==> src/hw/lcbd_defs.vh <==
`ifndef LCBD_DEFS_VH
`define LCBD_DEFS_VH

// register indices; byte address is four times the index
`define LCBD_IDX_CTRL1   10'h04f
`define LCBD_IDX_PHASE1  10'h050
`define LCBD_IDX_PHASE2  10'h051
`define LCBD_IDX_PHASE3  10'h052
`define LCBD_IDX_PHASE4  10'h053
`define LCBD_IDX_PAUSE   10'h054
`define LCBD_IDX_DUTY    10'h055
`define LCBD_IDX_ONTIME  10'h056
`define LCBD_IDX_STATUS  10'h060

// field layout
`define LCBD_CUR_MSB     3
`define LCBD_RAMP_BIT    5
`define LCBD_LEN_MSB     6
`define LCBD_CODE_MSB    4

// reset values
`define LCBD_RST_BYTE    8'h00

// timing
`define LCBD_CLK_HZ      10000000
`define LCBD_SLOT_US     250
`define LCBD_UNIT_MS     64
`define LCBD_PERIOD_MS   8
`define LCBD_SLOT_CYC    (`LCBD_CLK_HZ / 1000000 * `LCBD_SLOT_US)
`define LCBD_UNIT_SLOTS  (`LCBD_UNIT_MS * 1000 / `LCBD_SLOT_US)
`define LCBD_PER_SLOTS   (`LCBD_PERIOD_MS * 1000 / `LCBD_SLOT_US)

`endif

==> src/hw/lcbd_tick.v <==
`timescale 1ns/1ps
`default_nettype none
`include "lcbd_defs.vh"

module lcbd_tick #(
  parameter SLOT_CYC = `LCBD_SLOT_CYC
) (
  // clock and reset
  input  wire       ref_clk_i,
  input  wire       arst_n_i,
  // slot timing
  output reg        slot_tick_o,
  output reg  [7:0] slot_idx_o,
  output reg        unit_tick_o
);

  localparam [31:0] CYC_W     = SLOT_CYC - 1;
  localparam [31:0] SLOT_W    = `LCBD_UNIT_SLOTS - 1;
  localparam [15:0] LAST_CYC  = CYC_W[15:0];
  localparam [7:0]  LAST_SLOT = SLOT_W[7:0];

  reg [15:0] cyc_q;

  // 250 us slot enable, 256 slots make one 64 ms unit
  always @(posedge ref_clk_i or negedge arst_n_i)
  begin
    if (!arst_n_i)
    begin
      cyc_q       <= 16'h0000;
      slot_tick_o <= 1'b0;
      slot_idx_o  <= 8'h00;
      unit_tick_o <= 1'b0;
    end
    else
    begin
      slot_tick_o <= 1'b0;
      unit_tick_o <= 1'b0;
      if (cyc_q == LAST_CYC)
      begin
        cyc_q       <= 16'h0000;
        slot_tick_o <= 1'b1;
        slot_idx_o  <= slot_idx_o + 8'h01;
        unit_tick_o <= (slot_idx_o == LAST_SLOT);
      end
      else
      begin
        cyc_q <= cyc_q + 16'h0001;
      end
    end
  end

endmodule
`default_nettype wire

==> src/hw/lcbd_pwm.v <==
`timescale 1ns/1ps
`default_nettype none
`include "lcbd_defs.vh"

module lcbd_pwm (
  // clock and reset
  input  wire       ref_clk_i,
  input  wire       arst_n_i,
  // timing and setting
  input  wire [4:0] slot_i,
  input  wire [4:0] duty_i,
  // dimming level
  output reg        pwm_o
);

  // high while slot index within the 8 ms period is at or below the code
  always @(posedge ref_clk_i or negedge arst_n_i)
  begin
    if (!arst_n_i)
      pwm_o <= 1'b0;
    else
      pwm_o <= (slot_i <= duty_i);
  end

endmodule
`default_nettype wire

==> src/hw/lcbd_top.v <==
// The APB register port was decided locally.
`timescale 1ns/1ps
`default_nettype none
`include "lcbd_defs.vh"

// Notes on behaviour
// ctrl1 bits 3..0 hold the sink current select, reset to zero
// phase one lasts its 7-bit value times 64 ms; zero skips it
// phase two lasts its 7-bit value times 64 ms
// phase three lasts its 7-bit value times 64 ms, reset zero
// phase four lasts its 7-bit value times 64 ms
// pause lasts its 7-bit value times 64 ms, up to 127 units
// dimming repeats every 8 ms, high for (code+1)/32 of it
// dimming code all ones keeps the on signal steadily high
// all control registers clear to zero on power-on reset
// reserved bits ignore writes and read back as zero
// ctrl1 bit 5 enables brightness ramping, off after reset
// on-time is a 5-bit value times 64 ms, at most 31
module lcbd_top #(
  parameter SLOT_CYC = `LCBD_SLOT_CYC
) (
  // clock and reset
  input  wire        ref_clk_i,
  input  wire        arst_n_i,
  // apb slave
  input  wire        psel_i,
  input  wire        penable_i,
  input  wire        pwrite_i,
  input  wire [11:0] paddr_i,
  input  wire [31:0] pwdata_i,
  input  wire [3:0]  pstrb_i,
  output reg  [31:0] prdata_o,
  output reg         pready_o,
  output reg         pslverr_o,
  // led sink control
  output reg         channel_on_signal_o,
  output reg  [3:0]  sink_current_select_o
);

  localparam [2:0] ST_P1    = 3'h0;
  localparam [2:0] ST_P2    = 3'h1;
  localparam [2:0] ST_P3    = 3'h2;
  localparam [2:0] ST_P4    = 3'h3;
  localparam [2:0] ST_PAUSE = 3'h4;
  localparam [2:0] ST_FIX   = 3'h5;

  localparam [31:0] UNIT_W     = `LCBD_UNIT_SLOTS;
  localparam [31:0] PER_W      = `LCBD_PER_SLOTS - 1;
  localparam [14:0] UNIT_SLOTS = UNIT_W[14:0];
  localparam [4:0]  PER_LAST   = PER_W[4:0];

  // register file
  reg [3:0] cur_q;
  reg       ramp_q;
  reg [6:0] len1_q;
  reg [6:0] len2_q;
  reg [6:0] len3_q;
  reg [6:0] len4_q;
  reg [6:0] lenp_q;
  reg [4:0] duty_q;
  reg [4:0] ontime_q;

  // sequencer state
  reg [2:0]  state_q;
  reg [2:0]  state_d;
  reg [14:0] cnt_q;
  reg [4:0]  on_units_q;
  reg [4:0]  ramp_lvl_q;
  reg        lit;
  reg        expired;
  reg [6:0]  cur_len;
  reg        all_zero;

  // bus decode
  wire [9:0] idx;
  wire       wr_en;
  reg        hit;
  reg [7:0]  rd_byte;
  wire       setup;

  // timing
  wire       slot_tick;
  wire [7:0] slot_idx;
  wire       unit_tick;
  wire [4:0] eff_duty;
  wire       pwm;

  function [14:0] phase_last;
    input [6:0] len;
    reg   [14:0] prod;
    begin
      prod       = {8'h00, len} * UNIT_SLOTS;
      phase_last = prod - 15'h0001;
    end
  endfunction

  function is_lit;
    input [2:0] st;
    begin
      is_lit = (st == ST_P1) || (st == ST_P3) || (st == ST_FIX);
    end
  endfunction

  assign idx   = paddr_i[11:2];
  assign setup = psel_i && !penable_i && !pready_o;
  assign wr_en = psel_i && penable_i && pready_o && pwrite_i && hit
                 && pstrb_i[0];

  lcbd_tick #(
    .SLOT_CYC (SLOT_CYC)
  ) u_tick (
    .ref_clk_i   (ref_clk_i),
    .arst_n_i    (arst_n_i),
    .slot_tick_o (slot_tick),
    .slot_idx_o  (slot_idx),
    .unit_tick_o (unit_tick)
  );

  // ramped level replaces the code while ramping is on
  assign eff_duty = ramp_q ? ramp_lvl_q : duty_q;

  lcbd_pwm u_pwm (
    .ref_clk_i (ref_clk_i),
    .arst_n_i  (arst_n_i),
    .slot_i    (slot_idx[4:0]),
    .duty_i    (eff_duty),
    .pwm_o     (pwm)
  );

  // read mux and address hit
  always @*
  begin
    hit     = 1'b1;
    rd_byte = `LCBD_RST_BYTE;
    case (idx)
      // reserved bits zero
      `LCBD_IDX_CTRL1:
        rd_byte = {2'b00, ramp_q, 1'b0, cur_q};
      `LCBD_IDX_PHASE1:
        rd_byte = {1'b0, len1_q};
      `LCBD_IDX_PHASE2:
        rd_byte = {1'b0, len2_q};
      `LCBD_IDX_PHASE3:
        rd_byte = {1'b0, len3_q};
      `LCBD_IDX_PHASE4:
        rd_byte = {1'b0, len4_q};
      `LCBD_IDX_PAUSE:
        rd_byte = {1'b0, lenp_q};
      `LCBD_IDX_DUTY:
        rd_byte = {3'b000, duty_q};
      `LCBD_IDX_ONTIME:
        rd_byte = {3'b000, ontime_q};
      `LCBD_IDX_STATUS:
        rd_byte = {2'b00, expired, channel_on_signal_o, lit, state_q};
      default:
        hit = 1'b0;
    endcase
  end

  // apb answer: one wait-free access phase, data fixed at setup
  always @(posedge ref_clk_i or negedge arst_n_i)
  begin
    if (!arst_n_i)
    begin
      pready_o  <= 1'b0;
      prdata_o  <= 32'h00000000;
      pslverr_o <= 1'b0;
    end
    else
    begin
      pready_o <= setup;
      if (setup)
      begin
        prdata_o  <= pwrite_i ? 32'h00000000 : {24'h000000, rd_byte};
        pslverr_o <= !hit || (pwrite_i && idx == `LCBD_IDX_STATUS);
      end
      else if (!psel_i)
      begin
        pslverr_o <= 1'b0;
      end
    end
  end

  // register writes
  always @(posedge ref_clk_i or negedge arst_n_i)
  begin
    if (!arst_n_i)
    begin
      // zero on power-on reset
      cur_q    <= 4'h0;
      ramp_q   <= 1'b0;
      len1_q   <= 7'h00;
      len2_q   <= 7'h00;
      len3_q   <= 7'h00;
      len4_q   <= 7'h00;
      lenp_q   <= 7'h00;
      duty_q   <= 5'h00;
      ontime_q <= 5'h00;
    end
    else if (wr_en)
    begin
      case (idx)
        `LCBD_IDX_CTRL1:
        begin
          // current select field
          cur_q  <= pwdata_i[`LCBD_CUR_MSB:0];
          // ramp enable bit
          ramp_q <= pwdata_i[`LCBD_RAMP_BIT];
        end
        // phase one length
        `LCBD_IDX_PHASE1:
          len1_q <= pwdata_i[`LCBD_LEN_MSB:0];
        // phase two length
        `LCBD_IDX_PHASE2:
          len2_q <= pwdata_i[`LCBD_LEN_MSB:0];
        // phase three length
        `LCBD_IDX_PHASE3:
          len3_q <= pwdata_i[`LCBD_LEN_MSB:0];
        // phase four length
        `LCBD_IDX_PHASE4:
          len4_q <= pwdata_i[`LCBD_LEN_MSB:0];
        // pause length
        `LCBD_IDX_PAUSE:
          lenp_q <= pwdata_i[`LCBD_LEN_MSB:0];
        // dimming code
        `LCBD_IDX_DUTY:
          duty_q <= pwdata_i[`LCBD_CODE_MSB:0];
        // on-time code
        `LCBD_IDX_ONTIME:
          ontime_q <= pwdata_i[`LCBD_CODE_MSB:0];
        default:
          cur_q <= cur_q;
      endcase
    end
  end

  // phase selection
  always @*
  begin
    all_zero = (len1_q == 7'h00) && (len2_q == 7'h00) &&
               (len3_q == 7'h00) && (len4_q == 7'h00) &&
               (lenp_q == 7'h00);
    lit      = is_lit(state_q);
    expired  = (ontime_q != 5'h00) && (on_units_q == ontime_q);
    case (state_q)
      ST_P1:
        cur_len = len1_q;
      ST_P2:
        cur_len = len2_q;
      ST_P3:
        cur_len = len3_q;
      ST_P4:
        cur_len = len4_q;
      ST_PAUSE:
        cur_len = lenp_q;
      default:
        cur_len = 7'h00;
    endcase
  end

  // next phase: zero length moves on at once, else after len x 64 ms
  always @*
  begin
    state_d = state_q;
    case (state_q)
      ST_FIX:
        if (!all_zero)
          state_d = ST_P1;
      ST_P1, ST_P2, ST_P3, ST_P4, ST_PAUSE:
        if (all_zero)
          state_d = ST_FIX;
        else if (cur_len == 7'h00 ||
                 (slot_tick && cnt_q == phase_last(cur_len)))
          state_d = (state_q == ST_PAUSE) ? ST_P1 : state_q + 3'h1;
      default:
        state_d = ST_FIX;
    endcase
  end

  // sequencer
  always @(posedge ref_clk_i or negedge arst_n_i)
  begin
    if (!arst_n_i)
    begin
      state_q <= ST_FIX;
      cnt_q   <= 15'h0000;
    end
    else
    begin
      state_q <= state_d;
      // phase timer in 250 us slots
      if (state_d != state_q)
        cnt_q <= 15'h0000;
      else if (slot_tick)
        cnt_q <= cnt_q + 15'h0001;
    end
  end

  // on-time limit, restarted by any write of the on-time register
  always @(posedge ref_clk_i or negedge arst_n_i)
  begin
    if (!arst_n_i)
    begin
      on_units_q <= 5'h00;
    end
    // count 64 ms units
    else if (wr_en && idx == `LCBD_IDX_ONTIME)
    begin
      on_units_q <= 5'h00;
    end
    else if (unit_tick && !expired && ontime_q != 5'h00)
    begin
      on_units_q <= on_units_q + 5'h01;
    end
  end

  // brightness ramp, one step per 8 ms period while lit
  always @(posedge ref_clk_i or negedge arst_n_i)
  begin
    if (!arst_n_i)
    begin
      ramp_lvl_q <= 5'h00;
    end
    // ramp towards the code
    else if (!lit)
    begin
      ramp_lvl_q <= 5'h00;
    end
    else if (ramp_lvl_q > duty_q)
    begin
      ramp_lvl_q <= duty_q;
    end
    else if (slot_tick && slot_idx[4:0] == PER_LAST &&
             ramp_lvl_q < duty_q)
    begin
      ramp_lvl_q <= ramp_lvl_q + 5'h01;
    end
  end

  // sink outputs
  always @(posedge ref_clk_i or negedge arst_n_i)
  begin
    if (!arst_n_i)
    begin
      channel_on_signal_o   <= 1'b0;
      sink_current_select_o <= 4'h0;
    end
    else
    begin
      // dimmed while lit
      // full code keeps the level high
      channel_on_signal_o   <= lit && !expired &&
                               (pwm || eff_duty == PER_LAST);
      // current select to sink
      sink_current_select_o <= cur_q;
    end
  end

endmodule
`default_nettype wire

==> config.mk <==
export PLATFORM = sky130hd
export DESIGN_NAME = lcbd_top
export DESIGN_NICKNAME = d
export VERILOG_FILES = /design/src/hw/lcbd_tick.v /design/src/hw/lcbd_pwm.v /design/src/hw/lcbd_top.v
export VERILOG_INCLUDE_DIRS = /design/src /design/src/hw
export SDC_FILE = /design/constraint.sdc
export NUM_CORES = 1
export LEC_CHECK = 0
export ABC_AREA = 1
export BUFFER_PORTS_ARGS = -buffer_cell sky130_fd_sc_hd__buf_4
export CORE_MARGIN = 5
export CORE_UTILIZATION = 40
export DETAILED_ROUTE_END_ITERATION = 8
export PLACE_DENSITY_LB_ADDON = 0.25
export SETUP_SLACK_MARGIN = 0.2
export SYNTH_ARGS = -nofsm -noshare
export SYNTH_HDL_FRONTEND = slang
export SYNTH_SLANG_ARGS = --single-unit
==> constraint.sdc <==
create_clock -name ref_clk_i -period 4.15 [get_ports ref_clk_i]
set_clock_uncertainty 0.05 [all_clocks]
set_input_delay 1.245 -clock ref_clk_i [delete_from_list [all_inputs] [get_ports ref_clk_i]]
set_output_delay 1.245 -clock ref_clk_i [all_outputs]
set_load 0.02 [all_outputs]
==> impl_metrics.ini, run 1 <==
[drt]
via_per_inst = 4.99
drt_pass1_iterations = 5
drt_iter0_drc = 431
drc = 0
drtAntennaViolNets = 0
wire_per_inst_um = 15.0
vias = 5912
drt-total-wl_um = 17700

[critical_path]
end_kind = register
cp.arrival_ps = 3810
path_max_fanout = 15
start_kind = register
worst-r2r-cell-count = 21
worst-setup-path-type = reg2reg
startpoint = is_lit.st[0]$_DFF_PN1_
r2r-start = is_lit.st[0]$_DFF_PN1_
crit_required_ps = 4400

[clock_network]
ctsHoldBuffers = 0
cts.sinks = 119
post-cts-setup-buffers = 0
clk_latency_ps = 430
cts_tree = yes
htree_levels = 4
clock_path_buffers = 2
cts_made_buffers = 17
clk_pin_slew_ps = 50
post_cts_resized = 0
root_buffer = clkbuf_16

[sta]
max_freq_mhz = 281
setup_violations = 0
finalMaxSlewViolations = 0
min_period_ps = 3560
hold_viol = 0
rsz0062_at_grt = false
slew_headroom = 0.503
period_share = 0.859
finalSetupTns_ps = 0
worstMarginPinSlew_ps = 746

[layout]
area_growth_pct = 16.0
layout_commonest_cell = nand2_1
mostFrequentLayoutCells = nand2_1, inv_1, dfrtp_1, nor2_1, o21ai_0
fin_nets = 1021
layout.cells.non_filler = 1184
antenna_cells = 0
utilization = 0.472
drive_gt1_frac = 0.132

[synthesis]
synth_xor_area_frac = 0.0361
ys_async_sr_fraction = 1.00
synth_area_um2 = 7040
synthAdderAreaFrac = 0.0391
synth_simple_gate_area_frac = 0.275
muxShareOfSynthArea = 0.00302
synth_flop_cell = dfrtp_1
yosys_warnings = 0
ys_ff_latch = 119
synth_top_family_by_area = simple AND/OR/NAND/NOR gates
ys_types = 47
syn_avg_cell_area_um2 = 7.87
synth-compound-area-share = 0.109
synth-seq-area-share = 0.423
synth_edf_count = 0
synthCells = 895

[place]
detailed_place_hpwl_um = 13200
port_buffers = 36
dp.cells = 1152
gp_congestion = 0.940

[power]
internal-power_uw = 2420
p_seq_frac = 0.362
power_frac_clock = 0.488
power.net_switching_uw = 971
p_leak_uw = 0.00393
comb_power_share = 0.151
swShare = 0.287
power-per-cell-area_nw_per_um2 = 415
ir_worst_vdd_uv = 284

[die]
core_um2 = 17300
start_util = 0.407
die_w_um = 143
boundaryPins = 92
dieArea_um2 = 20400
rows = 48
fp.dieH_um = 143

[run]
drv_cap = 0

[min_path]
min_path_cells = 0
hold_class = reg2reg
min_from = cur_q[1]$_DFFE_PN0P_

[global_routing]
grt_use_met2 = 0.275
grt_use_met3 = 0.0422
antenna_found_initial = 0
overflow = 0
grt_pass1_vias = 5622
grt_most_used_layer = met2
met1_usage = 0.258
grt.total_usage = 0.183
grt_start_max_net_pins = 55
grt_pass1_wl_um = 29400

[run_status]
status = completed
[flip-flops by register name, summed over array words and instances (netlist names)]
register and count:
u_tick.unit_tick_o 1, ramp_q 1, ontime_q 5, is_lit.st 3, lenp_q 7, pslverr_o 1
ramp_lvl_q 5, u_tick.slot_tick_o 1, duty_q 5, cnt_q 15, len4_q 7, u_tick.cyc_q 16
len1_q 7, channel_on_signal_o 1, sink_current_select_o 4, cur_q 4, u_tick.slot_idx_o 8, len2_q 7
u_pwm.pwm_o 1, prdata_o 7, len3_q 7, on_units_q 5, pready_o 1
[kinds of logic (layout without fill, tap and decap cells)]
logic type                 Yosys count  count (layout)
buffers and inverters              177             217
other                                1              25
muxes                                2               2
and+or+nand+nor                    411             411
adders and majority gates           22              22
DFF                                119             119
AOI/OAI and AO/OA                  134             134
xor gates and xnor gates            29              29
[synth_stat cells, types with 11 or more instances]
library cell | count | share of area
nand2_1 | 181 | 0.097
nand4_1 | 12 | 0.011
nor2_4 | 11 | 0.018
buf_4 | 26 | 0.028
xor2_1 | 22 | 0.027
nor2_1 | 80 | 0.043
nor3_1 | 13 | 0.0092
nor4_1 | 17 | 0.015
inv_1 | 135 | 0.072
ha_1 | 22 | 0.039
dfrtp_1 | 117 | 0.42
o21ai_0 | 71 | 0.050
nand3_1 | 61 | 0.043
o22ai_1 | 13 | 0.012
a21oi_1 | 26 | 0.018
[per-stage QoR]
step | hold slack (ps) | worst slack [ps] | power, uW | cell area, um^2
finish | 372 | 586 | 3390 | 8160
global placement | 359 | 606 | 1750 | 7500
CTS | 375 | 560 | 3420 | 8160
global route | 378 | 215 | 3530 | 8160
detailed placement | 360 | 594 | 1760 | 7500
floorplan | 324 | 1030 | 1660 | 7130
[path summary, 6_finish.rpt]
check	to	slack, ps
min in group asynchronous	cnt_q[14]$_DFFE_PN0P_	840
worst max register to register	cnt_q[1]$_DFFE_PN0P_	590
worst max-delay path	cnt_q[1]$_DFFE_PN0P_	590
max in group asynchronous	u_tick.cyc_q[3]$_DFF_PN0_	2530
worst min-delay path	sink_current_select_o[1]$_DFF_PN0_	370
worst min register to register	sink_current_select_o[1]$_DFF_PN0_	370
[power by group through the flow]
| stage | sequential, uW | combinational, uW | clock [uW] |
|---|---|---|---|
| floorplan | 1240 | 422 | 0 |
| global placement | 1240 | 509 | 0 |
| detailed placement | 1240 | 514 | 0 |
| CTS | 1220 | 514 | 1680 |
| global route | 1230 | 573 | 1730 |
| finish | 1220 | 511 | 1650 |
[per-layer routing]
metal,up-vias,part of all wire,wire length (um)
met5,-,0,0
li1,2987,-,-
met3,33,0.078,1380
met1,2702,0.46,8070
met4,0,0.023,407
met2,190,0.44,7860
[worst max-delay path: stages (launching register included)]
cell     delay (ps)
dfstp_2         590
inv_1           130
ha_1            390
nand3_1         190
nand3_1         100
nor2_2          150
ha_1            260
xnor2_1         130
nor2_1           90
nand2_1          60
nor2_1           80
nand3_1          90
nor2_2          140
nand4_4         140
nand2_4         110
nand2_1          60
nand3_1          60
nand2_1          80
nand3_1          90
nand2_2          70
nand2_4         290
nor2_1           80
[cell type report]
| type | instances | area, um^2 |
|---|---|---|
| sequential | 119 | 2980 |
| multi-input combinational | 623 | 3350 |
| timing repair buffer | 46 | 370 |
| clock inverter | 14 | 220 |
| fill | 1694 | 9130 |
| clock buffer | 18 | 439 |
| tap | 225 | 282 |
| inverter | 139 | 527 |
No activity file was read; power rests on OpenSTA's default activity.
==> run 2: changes to the inputs <==
--- a/config.mk
+++ b/config.mk
@@ -12,6 +12,7 @@
 export CORE_UTILIZATION = 40
 export DETAILED_ROUTE_END_ITERATION = 8
 export PLACE_DENSITY_LB_ADDON = 0.25
+export RECOVER_POWER = 100
 export SETUP_SLACK_MARGIN = 0.2
 export SYNTH_ARGS = -nofsm -noshare
 export SYNTH_HDL_FRONTEND = slang
==> run 2 against run 1 <==
Compared with the run above: total power shrank 0.84%; sequential power is essentially flat; design area shrank 1.5%.
==> impl_metrics.ini, run 2 (synthesis results as in run 1) <==
[run_status]
status = completed

[global_routing]
grt_pass1_vias = 5622
grt.total_usage = 0.183
antenna_found_initial = 0
grt_start_max_net_pins = 55
grt_pass1_wl_um = 29400
overflow = 0

[drt]
drt_pass1_iterations = 5
drt_iter0_drc = 436
drtAntennaViolNets = 0
vias = 5903
drt-total-wl_um = 17700
drc = 0
wire_per_inst_um = 15.0
via_per_inst = 4.99

[critical_path]
crit_required_ps = 4400
worst-setup-path-type = reg2reg
start_kind = register
crit_top_cell = nand3_1
worst_path_largest_cell_delay_ps = 640
path_max_fanout = 15
slowest_stage = dfstp_1
end_kind = register
cp_cell_sequence = inv_1 > ha_1 > nand3_1 > nand3_1 > nor2_2 > ha_1 > xnor2_1 > nor2_1 > nand2_1 > nor2_1 > nand3_1 > nor2_2 > nand4_4 > nand2_4 > nand2_1 > nand3_1 > nand2_1 > nand3_1 > nand2_2 > nand2_4 > nor2_1
worst-r2r-cell-count = 21
cp.arrival_ps = 3850

[power]
p_leak_uw = 0.00385
power-per-cell-area_nw_per_um2 = 418
p_total_uw = 3360
ir_worst_vdd_uv = 282

[sta]
period_share = 0.868
setup_violations = 0
max_freq_mhz = 278
worstMarginPinSlew_ps = 1480
rsz0062_at_grt = false
finalSetupTns_ps = 0
slew_headroom = 0.0149
hold_viol = 0
min_period_ps = 3600
finalMaxSlewViolations = 0

[clock_network]
post-cts-setup-buffers = 0
cts.sinks = 119
ctsHoldBuffers = 0
root_buffer = clkbuf_16
cts_tree = yes
clock_path_buffers = 2
cts_made_buffers = 17
post_cts_resized = 0
clk_pin_slew_ps = 50
clk_latency_ps = 430
htree_levels = 4

[min_path]
min_path_cells = 0
hold_class = reg2reg

[place]
port_buffers = 36
detailed_place_hpwl_um = 13200
place_area_um2 = 7500
dp.cells = 1152
gp_congestion = 0.940

[layout]
mostFrequentLayoutCells = nand2_1, inv_1, dfrtp_1, nor2_1, o21ai_0
max_flop_register = u_tick.cyc_q
fin_nets = 1021
largest_reg_flops = 16
area_growth_pct = 14.2
final_area_um2 = 8040
layout_commonest_cell = nand2_1
utilization = 0.465
layout.cells.non_filler = 1184
reg_top3 = u_tick.cyc_q: 16 flops, cnt_q: 15 flops, u_tick.slot_idx_o: 8 flops
antenna_cells = 0
drive_gt1_frac = 0.108

[die]
rows = 48
fp.dieH_um = 143
die_w_um = 143
boundaryPins = 92
core_um2 = 17300
start_util = 0.407
dieArea_um2 = 20400

[run]
drv_cap = 0
## run 2: cell count changes in the layout (fill, tap and decap cells not counted), moves of 2 or more
cell	before	now
nor2_4	11	7
buf_4	44	26
clkbuf_2	0	2
nor2_1	80	84
buf_12	2	0
clkbuf_1	0	17
## run 2: per-layer routing
metal,wire (um),track usage
met1,8120,0.258
met2,7890,0.275
met3,1310,0.0422
met4,396,0.0650
met5,0,0
## run 2: where the power goes
| part | internal, uW | switching, uW | total, uW |
|---|---|---|---|
| Sequential | 1190 | 34.7 | 1220 |
| Combinational | 132 | 353 | 484 |
| Clock | 1090 | 566 | 1650 |
| Total | 2410 | 953 | 3360 |
## run 2: final timing paths
check                                             from                            endpoint  slack, ps
max in group asynchronous                     arst_n_i               duty_q[4]$_DFFE_PN0P_        940
min in group asynchronous                     arst_n_i               cnt_q[14]$_DFFE_PN0P_       1100
worst min register to register    cur_q[1]$_DFFE_PN0P_  sink_current_select_o[1]$_DFF_PN0_        370
worst max register to register  is_lit.st[0]$_DFF_PN1_                cnt_q[4]$_DFFE_PN0P_        550
worst min-delay path              cur_q[1]$_DFFE_PN0P_  sink_current_select_o[1]$_DFF_PN0_        370
worst max-delay path            is_lit.st[0]$_DFF_PN1_                cnt_q[4]$_DFFE_PN0P_        550
## run 2: cell type report
class	instances	area, um^2
clock buffers	18	439
clock inverters	14	220
fillers	1725	9260
inverters	139	527
multi-input cells	623	3320
flip-flops and latches	119	2980
well taps	225	282
repair buffers	46	277
## run 2: metrics by stage
stage	hold WS (ps)	setup slack, ps
5_1_grt	378	167
4_1_cts	375	560
3_5_place_dp	360	594
6_report	371	546
3_3_place_gp	359	606
2_1_floorplan	324	1030
## run 2: worst max-delay path: cells and delay by family (launching register included)
kind,cells,cell delay [ps]
flops,1,640
fa+ha+maj,2,670
buf+inv,1,170
simple gates,17,1820
xor+xnor,1,130
==> run 3: changes to the inputs <==
--- a/config.mk
+++ b/config.mk
@@ -9,9 +9,9 @@
 export ABC_AREA = 1
 export BUFFER_PORTS_ARGS = -buffer_cell sky130_fd_sc_hd__buf_4
 export CORE_MARGIN = 5
-export CORE_UTILIZATION = 40
+export CORE_UTILIZATION = 30
 export DETAILED_ROUTE_END_ITERATION = 8
-export PLACE_DENSITY_LB_ADDON = 0.25
+export PLACE_DENSITY = 0.45
 export RECOVER_POWER = 100
 export SETUP_SLACK_MARGIN = 0.2
 export SYNTH_ARGS = -nofsm -noshare
==> run 3 against run 2 <==
Compared with the run above: the run now ends with max-capacitance violations, max-slew violations left; via count about the same; combinational power up 3%; maximum frequency up 1.1%; first-iteration DRC count down 33%; setup slack better by 38 ps; sequential share of layout area down 0.28 points.
==> impl_metrics.ini, run 3 (synthesis results as in run 1) <==
[run_status]
status = finished, violations left
failed_checks = max-capacitance violations, max-slew violations

[drt]
wl_met3_um = 1040
drt_pass1_iterations = 5
wl_met2_um = 8400
drtAntennaViolNets = 0
drt-total-wl_um = 19300
vias = 5905
drt_iter0_drc = 291
routed.top_layer = met4
wl_met1_um = 9420
wire_per_inst_um = 15.1
via_per_inst = 4.62
drc = 0

[sta]
setup_violations = 0
max_freq_mhz = 280
hold_slack_ps = 375
finalMaxSlewViolations = 41
worstMarginPinSlew_ps = 2370
hold_viol = 0
slew_headroom = -0.582
finalSetupTns_ps = 0
rsz0062_at_grt = false
min_period_ps = 3570
period_share = 0.859

[layout]
largest_reg_flops = 16
layout.cells.non_filler = 1278
max_flop_register = u_tick.cyc_q
nFillCells = 2518
drive_gt1_frac = 0.104
area_growth_pct = 15.1
antenna_cells = 0
mostFrequentLayoutCells = nand2_1, inv_1, dfrtp_1, nor2_1, o21ai_0
layout_commonest_cell = nand2_1
fin_nets = 1023
utilization = 0.348
reg_top3 = u_tick.cyc_q: 16 flops, cnt_q: 15 flops, u_tick.slot_idx_o: 8 flops

[place]
port_buffers = 36
gp_congestion = 0.929
dp.cells = 1248
detailed_place_hpwl_um = 14600

[critical_path]
worst-setup-path-type = reg2reg
cp_cell_sequence = inv_1 > ha_1 > nand3_1 > nand3_1 > nor2_2 > ha_1 > xnor2_1 > nor2_1 > nand2_1 > nor2_1 > nand3_1 > nor2_2 > nand4_4 > nand2_4 > nand2_2 > nand3_2 > nand2_2 > nand2_2 > nand2_2 > nor2_4 > nand2_8 > nor2_1
cp.arrival_ps = 3860
slowest_stage = dfstp_1
worst_path_largest_cell_delay_ps = 630
start_kind = register
cp_top_family = simple AND/OR/NAND/NOR gates
crit_top_cell = nand2_2
r2r-start = is_lit.st[0]$_DFF_PN1_
startpoint = is_lit.st[0]$_DFF_PN1_
crit_required_ps = 4440
path_max_fanout = 15
end_kind = register
cp_num_buf_inv = 1

[global_routing]
grt_pass1_wl_um = 31500
grt.total_usage = 0.151
grt_start_max_net_pins = 47
grt_pass1_vias = 5729
overflow = 0
antenna_found_initial = 0

[clock_network]
cts_tree = yes
post_cts_resized = 0
clk_pin_slew_ps = 60
clk_latency_ps = 410
ctsHoldBuffers = 0
root_buffer = clkbuf_16
htree_levels = 4
cts_made_buffers = 17
clock_path_buffers = 2
post-cts-setup-buffers = 0
cts.sinks = 119

[die]
fp.dieH_um = 163
die_w_um = 163
start_util = 0.303
rows = 56
core_um2 = 23300
boundaryPins = 92
dieArea_um2 = 26600

[min_path]
hold_class = reg2reg
min_from = cur_q[2]$_DFFE_PN0P_

[power]
power-per-cell-area_nw_per_um2 = 394
p_leak_uw = 0.00385
ir_worst_vdd_uv = 251

[run]
drv_cap = 1
==> run 3: area by class of cell <==
class / instances / area, um^2 / area share
Sequential cell: 119 / 2980 / 0.368
Inverter: 139 / 527 / 0.0650
Tap cell: 319 / 399 / 0.0493
Clock inverter: 10 / 130 / 0.0161
Timing Repair Buffer: 48 / 309 / 0.0381
Clock buffer: 20 / 447 / 0.0551
Multi-Input combinational cell: 623 / 3310 / 0.408
==> run 3: final timing paths <==
| check | slack (ps) | end | depth (start not counted) |
|---|---|---|---|
| setup / recovery | 580 | cnt_q[1]$_DFFE_PN0P_ | 22 |
| hold / removal | 370 | sink_current_select_o[2]$_DFF_PN0_ | 0 |
| setup reg to reg | 580 | cnt_q[1]$_DFFE_PN0P_ | 22 |
| hold reg to reg | 370 | sink_current_select_o[2]$_DFF_PN0_ | 0 |
| max in group asynchronous | 1050 | on_units_q[1]$_DFFE_PN0P_ | 2 |
| min in group asynchronous | 1500 | is_lit.st[1]$_DFF_PN0_ | 1 |
==> run 3: power breakdown <==
part           total (uW)  switching, uW  internal (uW)  leakage (uW)
Combinational         498            357            141       0.00195
Sequential           1220           31.5           1190       0.00161
Clock                1480            530            946      0.000281
==> run 3: per-stage QoR <==
stage | cell area, um^2 | setup slack, ps | total power (uW)
floorplan | 7130 | 1030 | 1660
global placement | 7620 | 545 | 1770
detailed placement | 7620 | 530 | 1760
CTS | 8200 | 520 | 3250
global route | 8100 | 172 | 3360
finish | 8100 | 584 | 3190
==> run 3: routing by layer <==
| layer | track usage | vias to the layer above |
|---|---|---|
| li1 | - | 2979 |
| met1 | 0.216 | 2739 |
| met2 | 0.226 | 162 |
| met3 | 0.0343 | 25 |
| met4 | 0.0522 | 0 |
| met5 | 0 | - |
